### src/logic/i2cr_defs.svh
// register offsets, field positions and reset values of the i2c rate, dma and mask registers
`ifndef I2CR_DEFS_SVH
`define I2CR_DEFS_SVH

`define I2CR_ADDR_W 8
`define I2CR_OFF_TX_DMA_CTRL 8'h24
`define I2CR_OFF_RATE_CNT 8'h28
`define I2CR_OFF_IRQ_MASK 8'h2C

`define I2CR_BURST_LEN_LSB 8
`define I2CR_BURST_LEN_MSB 10
`define I2CR_BURST_SEL_BIT 11
`define I2CR_RATE_MSB 15

`define I2CR_DMA_RESET 32'h0000_0000
`define I2CR_RATE_RESET 16'h0008
`define I2CR_MASK_RESET 32'h0000_0000
`define I2CR_MASK_WRITABLE 32'h131F_007F
`define I2CR_ZERO32 32'h0000_0000

`endif

### src/logic/i2cr_pkg.sv
// types shared by the i2c rate, dma and mask register block
package i2cr_pkg;

   // raw interrupt flags, laid out as in the mask register
   typedef struct packed {
      logic [2:0] rsv_31_29;
      logic master_done_nostop_flag;
      logic [1:0] rsv_27_26;
      logic bus_fault_flag;
      logic arbitration_lost_flag;
      logic [2:0] rsv_23_21;
      logic slave_done_flag;
      logic master_done_flag;
      logic slave_write_request_flag;
      logic slave_read_underrun_flag;
      logic slave_read_request_flag;
      logic [8:0] rsv_15_7;
      logic rx_queue_full_flag;
      logic rx_queue_high_flag;
      logic rx_queue_empty_flag;
      logic tx_queue_overflow_flag;
      logic tx_queue_full_flag;
      logic tx_queue_low_flag;
      logic tx_queue_empty_flag;
   } i2cr_flags_t;

   // interrupt gates, same bit layout
   typedef struct packed {
      logic [2:0] rsv_31_29;
      logic master_done_nostop_gate;
      logic [1:0] rsv_27_26;
      logic bus_fault_gate;
      logic arbitration_lost_gate;
      logic [2:0] rsv_23_21;
      logic slave_done_gate;
      logic master_done_gate;
      logic slave_write_request_gate;
      logic slave_read_underrun_gate;
      logic slave_read_request_gate;
      logic [8:0] rsv_15_7;
      logic rx_full_gate;
      logic rx_high_level_gate;
      logic rx_empty_gate;
      logic tx_overflow_gate;
      logic tx_full_gate;
      logic tx_low_level_gate;
      logic tx_empty_gate;
   } i2cr_gates_t;

   // register bus request
   typedef struct packed {
      logic [7:0] addr;
      logic [31:0] wdata;
      logic wr;
      logic rd;
   } i2cr_bus_req_t;

   // dma request pair toward the dma controller
   typedef struct packed {
      logic single_req;
      logic burst_req;
   } i2cr_dma_req_t;

   // tx dma request sequencer, three states in a two-bit code (idle to burst flips both bits)
   typedef enum logic [1:0] {
      I2CR_DMA_IDLE = 2'h0,
      I2CR_DMA_SINGLE = 2'h1,
      I2CR_DMA_BURST = 2'h3
   } i2cr_dma_state_t;

endpackage : i2cr_pkg

### src/logic/i2cr_regs.sv
// i2c tx dma request control, baud rate count and interrupt mask registers
//
// Operation
// (RULE_01) burst length field bits 10:8 counts only while burst select is one.
// (RULE_02) burst length below remaining transfer length gives single requests only.
// (RULE_03) burst select zero: single requests, one byte each into tx fifo.
// (RULE_04) burst select one: burst requests moving the programmed burst length.
// (RULE_05) burst mode still finishes a transfer with single requests where needed.
// (RULE_06) 16-bit baud rate count, reset 8, sets master standard/fast bus rate.
// (RULE_07) mask bit 0 gates the tx fifo empty interrupt.
// (RULE_08) mask bit 1 gates the tx fifo nearly empty interrupt.
// (RULE_09) mask bit 2 gates the tx fifo full interrupt.
// (RULE_10) mask bit 3 gates the tx fifo overrun interrupt.
// (RULE_11) mask bit 4 gates the rx fifo empty interrupt.
// (RULE_12) mask bit 5 gates the rx fifo nearly full interrupt.
// (RULE_13) mask bit 6 gates the rx fifo full interrupt.
// (RULE_14) mask bit 16 gates the master read-from-slave request interrupt.
// (RULE_15) mask bit 17 gates the slave transmit data empty during read interrupt.
// (RULE_16) mask bit 18 gates the master write-to-slave request interrupt.
// (RULE_17) mask bit 19 gates the master transaction done interrupt.
// (RULE_18) mask bit 20 gates the slave transaction done interrupt.
// (RULE_19) mask bit 24 gates the master arbitration lost interrupt.
// (RULE_20) mask bit 25 gates the bus error interrupt.
// (RULE_21) mask bit 28 gates the master done without stop interrupt.
// (RULE_22) tx nearly empty flag high while tx count at or below threshold.
// (RULE_23) interrupt output high while any flag and its mask are both one.
// (RULE_24) reserved bits read zero and writes to them do nothing.
//
// Design decision made here: strobed register access.
`timescale 1ns/100ps
`include "i2cr_defs.svh"

module i2cr_regs #(
   parameter int CNT_W = 16,
   parameter int LVL_W = 11,
   parameter int THR_W = 10
) (
   input wire logic clk_i,
   input wire logic rst_i,
   input wire logic en_i,
   input wire i2cr_pkg::i2cr_bus_req_t bus_i,
   output logic [31:0] rdata_o,
   input wire i2cr_pkg::i2cr_flags_t raw_flags_i,
   input wire logic [LVL_W-1:0] tx_level_i,
   input wire logic [THR_W-1:0] tx_threshold_i,
   input wire logic tx_dma_en_i,
   input wire logic [CNT_W-1:0] tx_remaining_i,
   input wire logic [LVL_W-1:0] tx_space_i,
   input wire logic dma_done_i,
   output i2cr_pkg::i2cr_dma_req_t dma_req_o,
   output logic [2:0] dma_beats_log2_o,
   output logic [15:0] rate_divider_count_o,
   output logic tx_queue_low_flag_o,
   output logic irq_o
);
   import i2cr_pkg::*;

   // register state
   logic [2:0] tx_burst_length_q;
   logic tx_burst_sel_q;
   logic [15:0] rate_q;
   i2cr_gates_t mask_q;
   logic [31:0] rdata_q;
   logic tx_low_q;
   logic irq_q;
   i2cr_dma_state_t state_q;
   i2cr_dma_state_t state_d;
   i2cr_dma_req_t req_q;
   i2cr_dma_req_t req_d;
   logic [2:0] beats_log2_q;
   logic [2:0] beats_log2_d;

   // address decode
   wire sel_dma = (bus_i.addr == `I2CR_OFF_TX_DMA_CTRL);
   wire sel_rate = (bus_i.addr == `I2CR_OFF_RATE_CNT);
   wire sel_mask = (bus_i.addr == `I2CR_OFF_IRQ_MASK);
   wire wr_dma = en_i & bus_i.wr & sel_dma;
   wire wr_rate = en_i & bus_i.wr & sel_rate;
   wire wr_mask = en_i & bus_i.wr & sel_mask;

   // read views, reserved positions forced to zero
   wire [31:0] dma_view = {20'h0_0000, tx_burst_sel_q, tx_burst_length_q, 8'h00}; // RULE_24
   wire [31:0] rate_view = {16'h0000, rate_q}; // RULE_24
   wire [31:0] mask_view = mask_q & `I2CR_MASK_WRITABLE; // RULE_24
   wire [31:0] read_mux = sel_dma ? dma_view :
                          sel_rate ? rate_view :
                          sel_mask ? mask_view : `I2CR_ZERO32;
   wire [31:0] rdata_d = bus_i.rd ? read_mux : `I2CR_ZERO32;

   // tx dma control register
   always_ff @(posedge clk_i or posedge rst_i) begin
      if (rst_i) begin
         tx_burst_length_q <= 3'h0;
         tx_burst_sel_q <= 1'b0;
      end else if (wr_dma) begin
         tx_burst_length_q <= bus_i.wdata[`I2CR_BURST_LEN_MSB:`I2CR_BURST_LEN_LSB];
         tx_burst_sel_q <= bus_i.wdata[`I2CR_BURST_SEL_BIT];
      end
   end

   // baud rate count, reset value 8
   always_ff @(posedge clk_i or posedge rst_i) begin
      if (rst_i) begin
         rate_q <= `I2CR_RATE_RESET; // RULE_06
      end else if (wr_rate) begin
         rate_q <= bus_i.wdata[`I2CR_RATE_MSB:0]; // RULE_06
      end
   end

   // interrupt mask, only defined gates are stored
   always_ff @(posedge clk_i or posedge rst_i) begin
      if (rst_i) begin
         mask_q <= `I2CR_MASK_RESET;
      end else if (wr_mask) begin
         mask_q <= bus_i.wdata & `I2CR_MASK_WRITABLE; // RULE_24
      end
   end

   // read data stands from the strobe until the next strobe
   always_ff @(posedge clk_i or posedge rst_i) begin
      if (rst_i) begin
         rdata_q <= `I2CR_ZERO32;
      end else if (en_i) begin
         rdata_q <= rdata_d;
      end
   end

   // tx nearly empty flag from the fifo level and threshold
   wire tx_low_d = ({1'b0, tx_level_i} <= {{(LVL_W + 1 - THR_W){1'b0}}, tx_threshold_i}); // RULE_22

   // flags with the tx nearly empty flag produced here
   i2cr_flags_t flags;
   always_comb begin
      flags = raw_flags_i;
      flags.tx_queue_low_flag = tx_low_q; // RULE_22
   end

   // per-source gating
   i2cr_flags_t gated;
   always_comb begin
      gated = '0;
      gated.tx_queue_empty_flag = flags.tx_queue_empty_flag & mask_q.tx_empty_gate; // RULE_07
      gated.tx_queue_low_flag = flags.tx_queue_low_flag & mask_q.tx_low_level_gate; // RULE_08
      gated.tx_queue_full_flag = flags.tx_queue_full_flag & mask_q.tx_full_gate; // RULE_09
      gated.tx_queue_overflow_flag =
         flags.tx_queue_overflow_flag & mask_q.tx_overflow_gate; // RULE_10
      gated.rx_queue_empty_flag = flags.rx_queue_empty_flag & mask_q.rx_empty_gate; // RULE_11
      gated.rx_queue_high_flag = flags.rx_queue_high_flag & mask_q.rx_high_level_gate; // RULE_12
      gated.rx_queue_full_flag = flags.rx_queue_full_flag & mask_q.rx_full_gate; // RULE_13
      gated.slave_read_request_flag =
         flags.slave_read_request_flag & mask_q.slave_read_request_gate; // RULE_14
      gated.slave_read_underrun_flag =
         flags.slave_read_underrun_flag & mask_q.slave_read_underrun_gate; // RULE_15
      gated.slave_write_request_flag =
         flags.slave_write_request_flag & mask_q.slave_write_request_gate; // RULE_16
      gated.master_done_flag = flags.master_done_flag & mask_q.master_done_gate; // RULE_17
      gated.slave_done_flag = flags.slave_done_flag & mask_q.slave_done_gate; // RULE_18
      gated.arbitration_lost_flag =
         flags.arbitration_lost_flag & mask_q.arbitration_lost_gate; // RULE_19
      gated.bus_fault_flag = flags.bus_fault_flag & mask_q.bus_fault_gate; // RULE_20
      gated.master_done_nostop_flag =
         flags.master_done_nostop_flag & mask_q.master_done_nostop_gate; // RULE_21
   end

   wire irq_d = |gated; // RULE_23

   // registered flag and interrupt outputs
   always_ff @(posedge clk_i or posedge rst_i) begin
      if (rst_i) begin
         tx_low_q <= 1'b1;
         irq_q <= 1'b0;
      end else if (en_i) begin
         tx_low_q <= tx_low_d; // RULE_22
         irq_q <= irq_d; // RULE_23
      end
   end

   // burst size in bytes is a power of two of the field
   wire [7:0] beats = 8'h01 << tx_burst_length_q; // RULE_01
   wire [CNT_W-1:0] beats_w = CNT_W'(beats);
   wire burst_smaller = beats_w < tx_remaining_i; // RULE_02
   wire burst_fits = tx_burst_sel_q & ~burst_smaller & (beats_w == tx_remaining_i); // RULE_04
   wire burst_room = {{(CNT_W - LVL_W){1'b0}}, tx_space_i} >= beats_w;
   wire any_left = (tx_remaining_i != '0) & (tx_space_i != '0);

   // request sequencer: one request raised and held until the dma controller finishes it or tx dma is disabled
   always_comb begin
      state_d = state_q;
      req_d = req_q;
      beats_log2_d = beats_log2_q;
      case (state_q)
         I2CR_DMA_IDLE: begin
            if (tx_dma_en_i & burst_fits & burst_room) begin
               state_d = I2CR_DMA_BURST; // RULE_04
               req_d.burst_req = 1'b1;
               beats_log2_d = tx_burst_length_q; // RULE_01
            end else if (tx_dma_en_i & any_left) begin
               state_d = I2CR_DMA_SINGLE; // RULE_03 RULE_05
               req_d.single_req = 1'b1;
               beats_log2_d = 3'h0;
            end
         end
         I2CR_DMA_SINGLE, I2CR_DMA_BURST: begin
            if (dma_done_i | ~tx_dma_en_i) begin
               state_d = I2CR_DMA_IDLE;
               req_d = '0;
            end
         end
         default: begin
            state_d = I2CR_DMA_IDLE;
            req_d = '0;
         end
      endcase
   end

   // sequencer state
   always_ff @(posedge clk_i or posedge rst_i) begin
      if (rst_i) begin
         state_q <= I2CR_DMA_IDLE;
         req_q <= '0;
         beats_log2_q <= 3'h0;
      end else if (en_i) begin
         state_q <= state_d;
         req_q <= req_d;
         beats_log2_q <= beats_log2_d;
      end
   end

   assign rdata_o = rdata_q;
   assign dma_req_o = req_q;
   assign dma_beats_log2_o = beats_log2_q;
   assign rate_divider_count_o = rate_q; // RULE_06
   assign tx_queue_low_flag_o = tx_low_q;
   assign irq_o = irq_q;

endmodule : i2cr_regs

### config.mk
export PLATFORM = sky130hd
export DESIGN_NAME = i2cr_regs
export DESIGN_NICKNAME = d
export VERILOG_FILES = /design/src/logic/i2cr_pkg.sv /design/src/logic/i2cr_regs.sv
export VERILOG_INCLUDE_DIRS = /design/src /design/src/logic
export SDC_FILE = /design/constraint.sdc
export NUM_CORES = 1
export LEC_CHECK = 0
export BUFFER_PORTS_ARGS = -buffer_cell sky130_fd_sc_hd__buf_4
export CELL_PAD_IN_SITES_DETAIL_PLACEMENT = 0
export CELL_PAD_IN_SITES_GLOBAL_PLACEMENT = 1
export CORE_MARGIN = 2
export CORE_UTILIZATION = 23
export DETAILED_ROUTE_END_ITERATION = 7
export PLACE_DENSITY = 0.7
export SETUP_SLACK_MARGIN = 0.05
export SYNTH_ARGS = -nofsm -noshare
export SYNTH_HDL_FRONTEND = slang
export SYNTH_SLANG_ARGS = --single-unit
### constraint.sdc
create_clock -name clk_i -period 7.7 [get_ports clk_i]
set_clock_uncertainty 0.1 [all_clocks]
set_input_delay 1.54 -clock clk_i [delete_from_list [all_inputs] [get_ports clk_i]]
set_output_delay 1.54 -clock clk_i [all_outputs]
set_load 0.005 [all_outputs]
==> results.py, run 1 <==
metrics = {
    "status": {
        "status": "complete, no violations",
    },
    "logic_synthesis": {
        "syn_area_per_cell_um2": 11.5,
        "synth_edf_count": 0,
        "netlist_instances": 319,
        "synthArstFlopShare_pct": 100,
        "synth_flop_cell": "dfrtp_1",
        "synth_top_area_share_pct": 45.2,
        "synthDistinctLibCells": 48,
        "ys_seq_area_share_pct": 46.6,
        "synth_top_cells_by_area": "dfrtp_1, ha_1, mux2_2, mux2_4, a22o_1",
        "netlist_area_um2": 3660,
        "yosysWarnings": 0,
        "synth_area_leader_cell": "dfrtp_1",
        "synth-seq-cells": 68,
    },
    "cts": {
        "cts_htree_levels": 3,
        "cts_tree": "built",
        "path_clk_slew_ns": 0.06,
        "numCtsBuffers": 9,
        "clockBufferDepth": 2,
        "ctsHoldBuffers": 0,
        "clock_latency_ns": 0.32,
        "root_buffer": "clkbuf_16",
        "cts_setup_buffers": 0,
        "cts.sinks": 68,
        "cts_resized": 0,
    },
    "cells_and_area": {
        "final_core_util_pct": 33.4,
        "multi_input_area_um2": 1720,
        "regArea_um2": 1700,
        "diodes": 0,
        "n_fill_cell": 1594,
        "mostFrequentLayoutCells": "buf_4, dfrtp_1, inv_1",
        "nNetsFinal": 617,
        "drive_gt1_share_pct": 44.6,
        "final_common_cell": "buf_4",
        "syn2layout_area_growth_pct": 43.6,
    },
    "setup_path": {
        "critPathKind": "in2reg",
        "path_max_fanout": 15,
        "worstPathRequired_ns": 7.81,
        "crit_path_start_kind": "input pin",
        "critPathCaptureType": "flip-flop",
        "crit_arrival_ns": 4.20,
    },
    "detailed_routing": {
        "drc_errors": 0,
        "drt-total-wl_mm": 10.7,
        "ant_nets": 0,
        "first_pass_iters": 4,
        "wire_per_inst_um": 15.6,
        "drtIter0Drc": 92,
        "viasPerCell": 4.48,
        "vias": 3071,
    },
    "die": {
        "num_rows": 46,
        "die-area_um2": 16900,
        "core-area_um2": 15700,
        "die_w_um": 130,
        "ios": 182,
        "initial_core_util_pct": 23.3,
        "die_h_um": 130,
    },
    "sta": {
        "grt_setup_unrepaired": "no",
        "setup_viol": 0,
        "fmax_ghz": 0.245,
        "hold_viol": 0,
        "maxSlewViolCount": 0,
        "worstMarginPinSlew_ns": 1.02,
        "fin_crit_sh_pct": 53.0,
        "fin_setup_tns_ns": 0,
        "hold_slack_ns": 0.396,
        "slew_headroom_pct": 31.9,
        "period_needed_ns": 4.08,
    },
    "power_and_ir_drop": {
        "power.density_nw_per_um2": 181,
        "vdd_drop_max_uv": 83.7,
        "leakagePower_nw": 2.69,
        "totalPowerFinal_w": 0.000951,
    },
    "global_route": {
        "grt_antenna_before_repair": 0,
        "grt_use_total_pct": 12.7,
        "grt_pass1_vias": 3234,
        "grt_first_pass_wirelength_mm": 16.4,
        "grt_max_degree": 69,
        "overflow": 0,
    },
    "placed_design": {
        "gp_congestion": 0.770,
        "io_buffers": 147,
        "dp_hpwl_mm": 8.25,
    },
    "min_path": {
        "hp-class": "reg2reg",
    },
    "job": {
        "max-cap-violations": 0,
    },
}
## sequential cells by signal, summed over array words and instances, names as in the netlist
register              cells
irq_o                     1
tx_burst_length_q         3
dma_req_o                 2
rdata_o                  24
tx_queue_low_flag_o       1
mask_q                   15
rate_divider_count_o     16
tx_burst_sel_q            1
dma_beats_log2_o          3
state_q                   2
## cells by family after synthesis
group           after synthesis  synth area share [%]
compound gates               65                  13.9
fa+ha+maj                    26                  8.90
other cells                   1                 0.103
simple gates                 74                  11.6
flops                        68                  46.6
mux                          35                  11.8
buf+inv                      50                  7.08
## Yosys cell counts (2+ instances only)
cell type / instances
a211oi_1: 2
a21oi_1: 4
a22o_1: 16
a22oi_1: 16
a31oi_1: 2
a32o_1: 3
and3_1: 4
and4_1: 2
buf_2: 2
buf_4: 8
buf_6: 3
clkbuf_1: 6
dfrtp_1: 66
dfstp_2: 2
ha_1: 26
inv_1: 29
mux2_2: 25
mux2_4: 10
nand2_1: 10
nand2b_1: 2
nand3_1: 7
nand3b_1: 2
nand4_1: 6
nor2_1: 13
nor2b_1: 2
nor3_1: 4
nor4_1: 7
o21ai_0: 5
o2bb2ai_1: 11
or2_2: 2
or3_1: 2
or3b_2: 2
or4_1: 3
## per-stage QoR
stage | std cells | setup slack (ns) | area [um2]
after global routing | 685 | 3.44 | 5250
after detailed placement | 669 | 3.22 | 4910
after CTS | 685 | 3.56 | 5250
final | 685 | 3.62 | 5250
after global placement | 669 | 3.23 | 4910
after floorplan | 326 | 4.25 | 3680
## power by group
| part | total, W | switching [W] | internal [W] |
|---|---|---|---|
| Combinational | 0.000111 | 0.0000490 | 0.0000617 |
| Sequential | 0.000379 | 0.00000984 | 0.000369 |
| Clock | 0.000461 | 0.000159 | 0.000302 |
## worst paths after layout
path	start	end	slack [ns]	cells past startpoint
max	bus_i[38]	mask_q[28]$_DFFE_PP0P_	3.62	6
min	rdata_o[8]$_DFFE_PP0P_	rdata_o[8]$_DFFE_PP0P_	0.40	1
max reg2reg	tx_burst_length_q[0]$_DFFE_PP0P_	dma_beats_log2_o[2]$_DFFE_PP0P_	4.75	8
min reg2reg	rdata_o[8]$_DFFE_PP0P_	rdata_o[8]$_DFFE_PP0P_	0.40	1
max in group asynchronous	rst_i	rate_divider_count_o[9]$_DFFE_PP0P_	5.54	3
min in group asynchronous	rst_i	rate_divider_count_o[6]$_DFFE_PP0P_	1.35	3
## critical path: stages
cell and delay, ns:
buf_4 0.10, or4b_1 0.53, nor3_2 0.25, and3_1 0.45
and3_1 0.90, mux2_2 0.42
## final cells by class
type	instances	area share, %
clock inverter	5	1.60
inverter	29	2.07
timing repair buffer	148	21.2
sequential	68	32.5
tap	216	5.15
clock buffer	11	4.81
multi-input combinational	208	32.7
## per-layer routing
metal	GRT usage, %	share of wire, %
met1	15.3	44
met2	21.6	49
met3	3.90	6.6
met4	4.05	0.71
met5	0	0
Note: power is estimated with default switching activity, not from simulation.
==> run 2: changes to the inputs <==
--- a/config.mk
+++ b/config.mk
@@ -6,13 +6,14 @@
 export SDC_FILE = /design/constraint.sdc
 export NUM_CORES = 1
 export LEC_CHECK = 0
+export ABC_AREA = 1
 export BUFFER_PORTS_ARGS = -buffer_cell sky130_fd_sc_hd__buf_4
 export CELL_PAD_IN_SITES_DETAIL_PLACEMENT = 0
 export CELL_PAD_IN_SITES_GLOBAL_PLACEMENT = 1
 export CORE_MARGIN = 2
 export CORE_UTILIZATION = 23
 export DETAILED_ROUTE_END_ITERATION = 7
-export PLACE_DENSITY = 0.7
+export PLACE_DENSITY = 0.72
 export SETUP_SLACK_MARGIN = 0.05
 export SYNTH_ARGS = -nofsm -noshare
 export SYNTH_HDL_FRONTEND = slang
==> constraint.sdc (replaced) <==
create_clock -name clk_i -period 3.9 [get_ports clk_i]
set_clock_uncertainty 0.1 [all_clocks]
set_input_delay 0.78 -clock clk_i [delete_from_list [all_inputs] [get_ports clk_i]]
set_output_delay 0.78 -clock clk_i [all_outputs]
set_load 0.005 [all_outputs]
==> run 2 against run 1 <==
Against the previous run: hold slack got worse by 0.019 ns; first-iteration DRC count increased by 49%; clock-buffer cell count decreased by 1; global-route usage increased by 0.42 points; core utilization decreased by 0.91 points; combinational power increased by 110%; critical endpoint is now dma_beats_log2_o[0]$_DFFE_PP0P_; highest routed layer unchanged; synthesized area increased by 8.8%; critical path depth increased by 5; clock power increased by 75%; non-clock buffer count increased by 1; worst setup slack got worse by 2.3 ns.
==> results.py, run 2 <==
metrics = {
    "die": {
        "ios": 182,
        "initial_core_util_pct": 23.2,
        "num_rows": 48,
        "core-area_um2": 17100,
        "die_w_um": 136,
        "die_h_um": 136,
        "die-area_um2": 18400,
    },
    "sta": {
        "fin_setup_tns_ns": 0,
        "slew_headroom_pct": 52.0,
        "fin_ws_ns": 1.33,
        "hold_slack_ns": 0.377,
        "worstMarginPinSlew_ns": 0.719,
        "fmax_ghz": 0.389,
        "fin_crit_sh_pct": 65.9,
        "maxSlewViolCount": 0,
        "hold_viol": 0,
        "period_needed_ns": 2.57,
        "setup_viol": 0,
        "grt_setup_unrepaired": "no",
    },
    "cells_and_area": {
        "nNetsFinal": 821,
        "largest_reg_flops": 24,
        "mostFrequentLayoutCells": "nand2_1, buf_4, inv_1",
        "drive_gt1_share_pct": 29.1,
        "final_area_um2": 5560,
        "fin_cells": 898,
        "syn2layout_area_growth_pct": 39.8,
        "final_common_cell": "nand2_1",
        "diodes": 0,
    },
    "setup_path": {
        "path_cells": "inv_1, nor3_1, inv_1, ha_1, nand2_1, nor2_1, a21oi_1, nand3_1, nand3_1, nand3_1, nand2_1",
        "r2r_start": "tx_burst_length_q[2]$_DFFE_PP0P_",
        "crit_start": "tx_burst_length_q[2]$_DFFE_PP0P_",
        "critPathCaptureType": "flip-flop",
        "worstPathRequired_ns": 4.02,
        "crit_top_cell": "nand3_1",
        "path_max_fanout": 7,
        "slowest_stage": "dfrtp_1",
        "crit_arrival_ns": 2.69,
        "cp_slowest_stage_delay_ns": 0.51,
        "critPathKind": "reg2reg",
        "crit_path_start_kind": "flip-flop",
    },
    "logic_synthesis": {
        "synth-xor-area-share_pct": 0,
        "synthArstFlopShare_pct": 100,
        "synth_top_area_share_pct": 41.5,
        "synth-seq-cells": 68,
        "yosysWarnings": 0,
        "synth_flop_cell": "dfrtp_1",
        "syn_area_per_cell_um2": 7.70,
        "synth_top_cells_by_area": "dfrtp_1, nand2_1, ha_1, inv_1, nor2_1",
        "netlist_instances": 517,
        "synth_compound_area_share_pct": 9.50,
        "synth-simple-area-share_pct": 28.6,
        "synth_area_leader_cell": "dfrtp_1",
        "netlist_area_um2": 3980,
        "synth_top_family_by_area": "simple AND/OR/NAND/NOR gates",
        "ys_seq_area_share_pct": 42.8,
        "synth_edf_count": 0,
        "synth-adder-area-share_pct": 8.18,
        "synth_common_cells": "nand2_1, inv_1, dfrtp_1",
        "synth.most_common_cell": "nand2_1",
        "synth_mux_area_share_pct": 0,
        "synthDistinctLibCells": 33,
    },
    "detailed_routing": {
        "drtIter0Drc": 137,
        "vias": 3680,
        "wire_per_inst_um": 12.8,
        "drt-total-wl_mm": 11.5,
        "first_pass_iters": 6,
        "viasPerCell": 4.10,
        "ant_nets": 0,
        "drc_errors": 0,
    },
    "cts": {
        "cts_htree_levels": 3,
        "clock_latency_ns": 0.34,
        "ctsHoldBuffers": 0,
        "path_clk_slew_ns": 0.06,
        "cts_tree": "built",
        "root_buffer": "clkbuf_16",
        "clockBufferDepth": 2,
        "cts.sinks": 68,
        "cts_resized": 0,
        "cts_setup_buffers": 0,
        "numCtsBuffers": 9,
    },
    "global_route": {
        "grt_first_pass_wirelength_mm": 18.3,
        "grt_pass1_vias": 3605,
        "grt_antenna_before_repair": 0,
        "grt_use_total_pct": 13.1,
        "grt_max_degree": 34,
        "overflow": 0,
    },
    "status": {
        "status": "complete, no violations",
    },
    "placed_design": {
        "dp_hpwl_mm": 8.92,
        "io_buffers": 147,
        "gp_congestion": 0.750,
        "place_inst": 882,
        "place_area_um2": 5270,
        "place_ws_ns": 1.41,
    },
    "power_and_ir_drop": {
        "p_sw_w": 0.000446,
        "p_comb_share_pct": 13.1,
        "clkPwrFrac_pct": 45.2,
        "leakagePower_nw": 3.09,
        "power.density_nw_per_um2": 321,
        "sw_frac_of_total_pct": 25.0,
        "seq_power_share_pct": 41.6,
        "power.internal_w": 0.00134,
        "vdd_drop_max_uv": 151,
    },
    "min_path": {
        "holdCritStartpoint": "rdata_o[6]$_DFFE_PP0P_",
        "hp-class": "reg2reg",
    },
    "job": {
        "max-cap-violations": 0,
    },
}
-- run 2: per-stage QoR --
step	power [W]	utilization (%)
detailed placement	0.000997	30.8
finish	0.00179	32.5
floorplan	0.000867	-
global route	0.00188	32.5
CTS	0.00181	32.5
global placement	0.000995	30.8
-- run 2: cell type report --
class                      count  area [um2]
tap                          225         282
clock buffer                  10         229
multi-input combinational    363        1870
fill                        1863       11600
sequential                    68        1700
timing repair buffer         149        1120
clock inverter                 6        65.1
inverter                      77         295
-- run 2: path summary, 6_finish.rpt --
path | end | slack (ns) | depth (start not counted)
setup / recovery | dma_beats_log2_o[0]$_DFFE_PP0P_ | 1.33 | 11
hold / removal | rdata_o[6]$_DFFE_PP0P_ | 0.38 | 2
setup reg to reg | dma_beats_log2_o[0]$_DFFE_PP0P_ | 1.33 | 11
hold reg to reg | rdata_o[6]$_DFFE_PP0P_ | 0.38 | 2
max in group asynchronous | rdata_o[9]$_DFFE_PP0P_ | 2.47 | 3
min in group asynchronous | irq_o$_DFFE_PP0P_ | 0.47 | 2
-- run 2: critical path: cells and delay by family, from the launching register on --
kind / cells / cell delay, ns
compound gates: 1 / 0.09
buf+inv: 2 / 0.27
simple gates: 7 / 1.20
fa+ha+maj: 1 / 0.31
flops: 1 / 0.51
-- run 2: kinds of logic after synthesis --
logic type	count (synthesis)
simple gates	266
flops	68
buf+inv	93
other cells	1
fa+ha+maj	26
compound gates	63
-- run 2: layer usage --
layer  part of all wire [%]  GRT usage (%)
met1                     48           17.3
met2                     43           20.0
met5                      0              0
met3                    7.7           4.53
met4                    1.2           4.17
-- run 2: power by group through the flow --
| stage | registers, W | clock network (W) | logic, W |
|---|---|---|---|
| finish | 0.000743 | 0.000808 | 0.000235 |
| global route | 0.000746 | 0.000865 | 0.000272 |
| CTS | 0.000744 | 0.000828 | 0.000241 |
| detailed placement | 0.000756 | 0 | 0.000240 |
| global placement | 0.000756 | 0 | 0.000239 |
| floorplan | 0.000753 | 0 | 0.000114 |
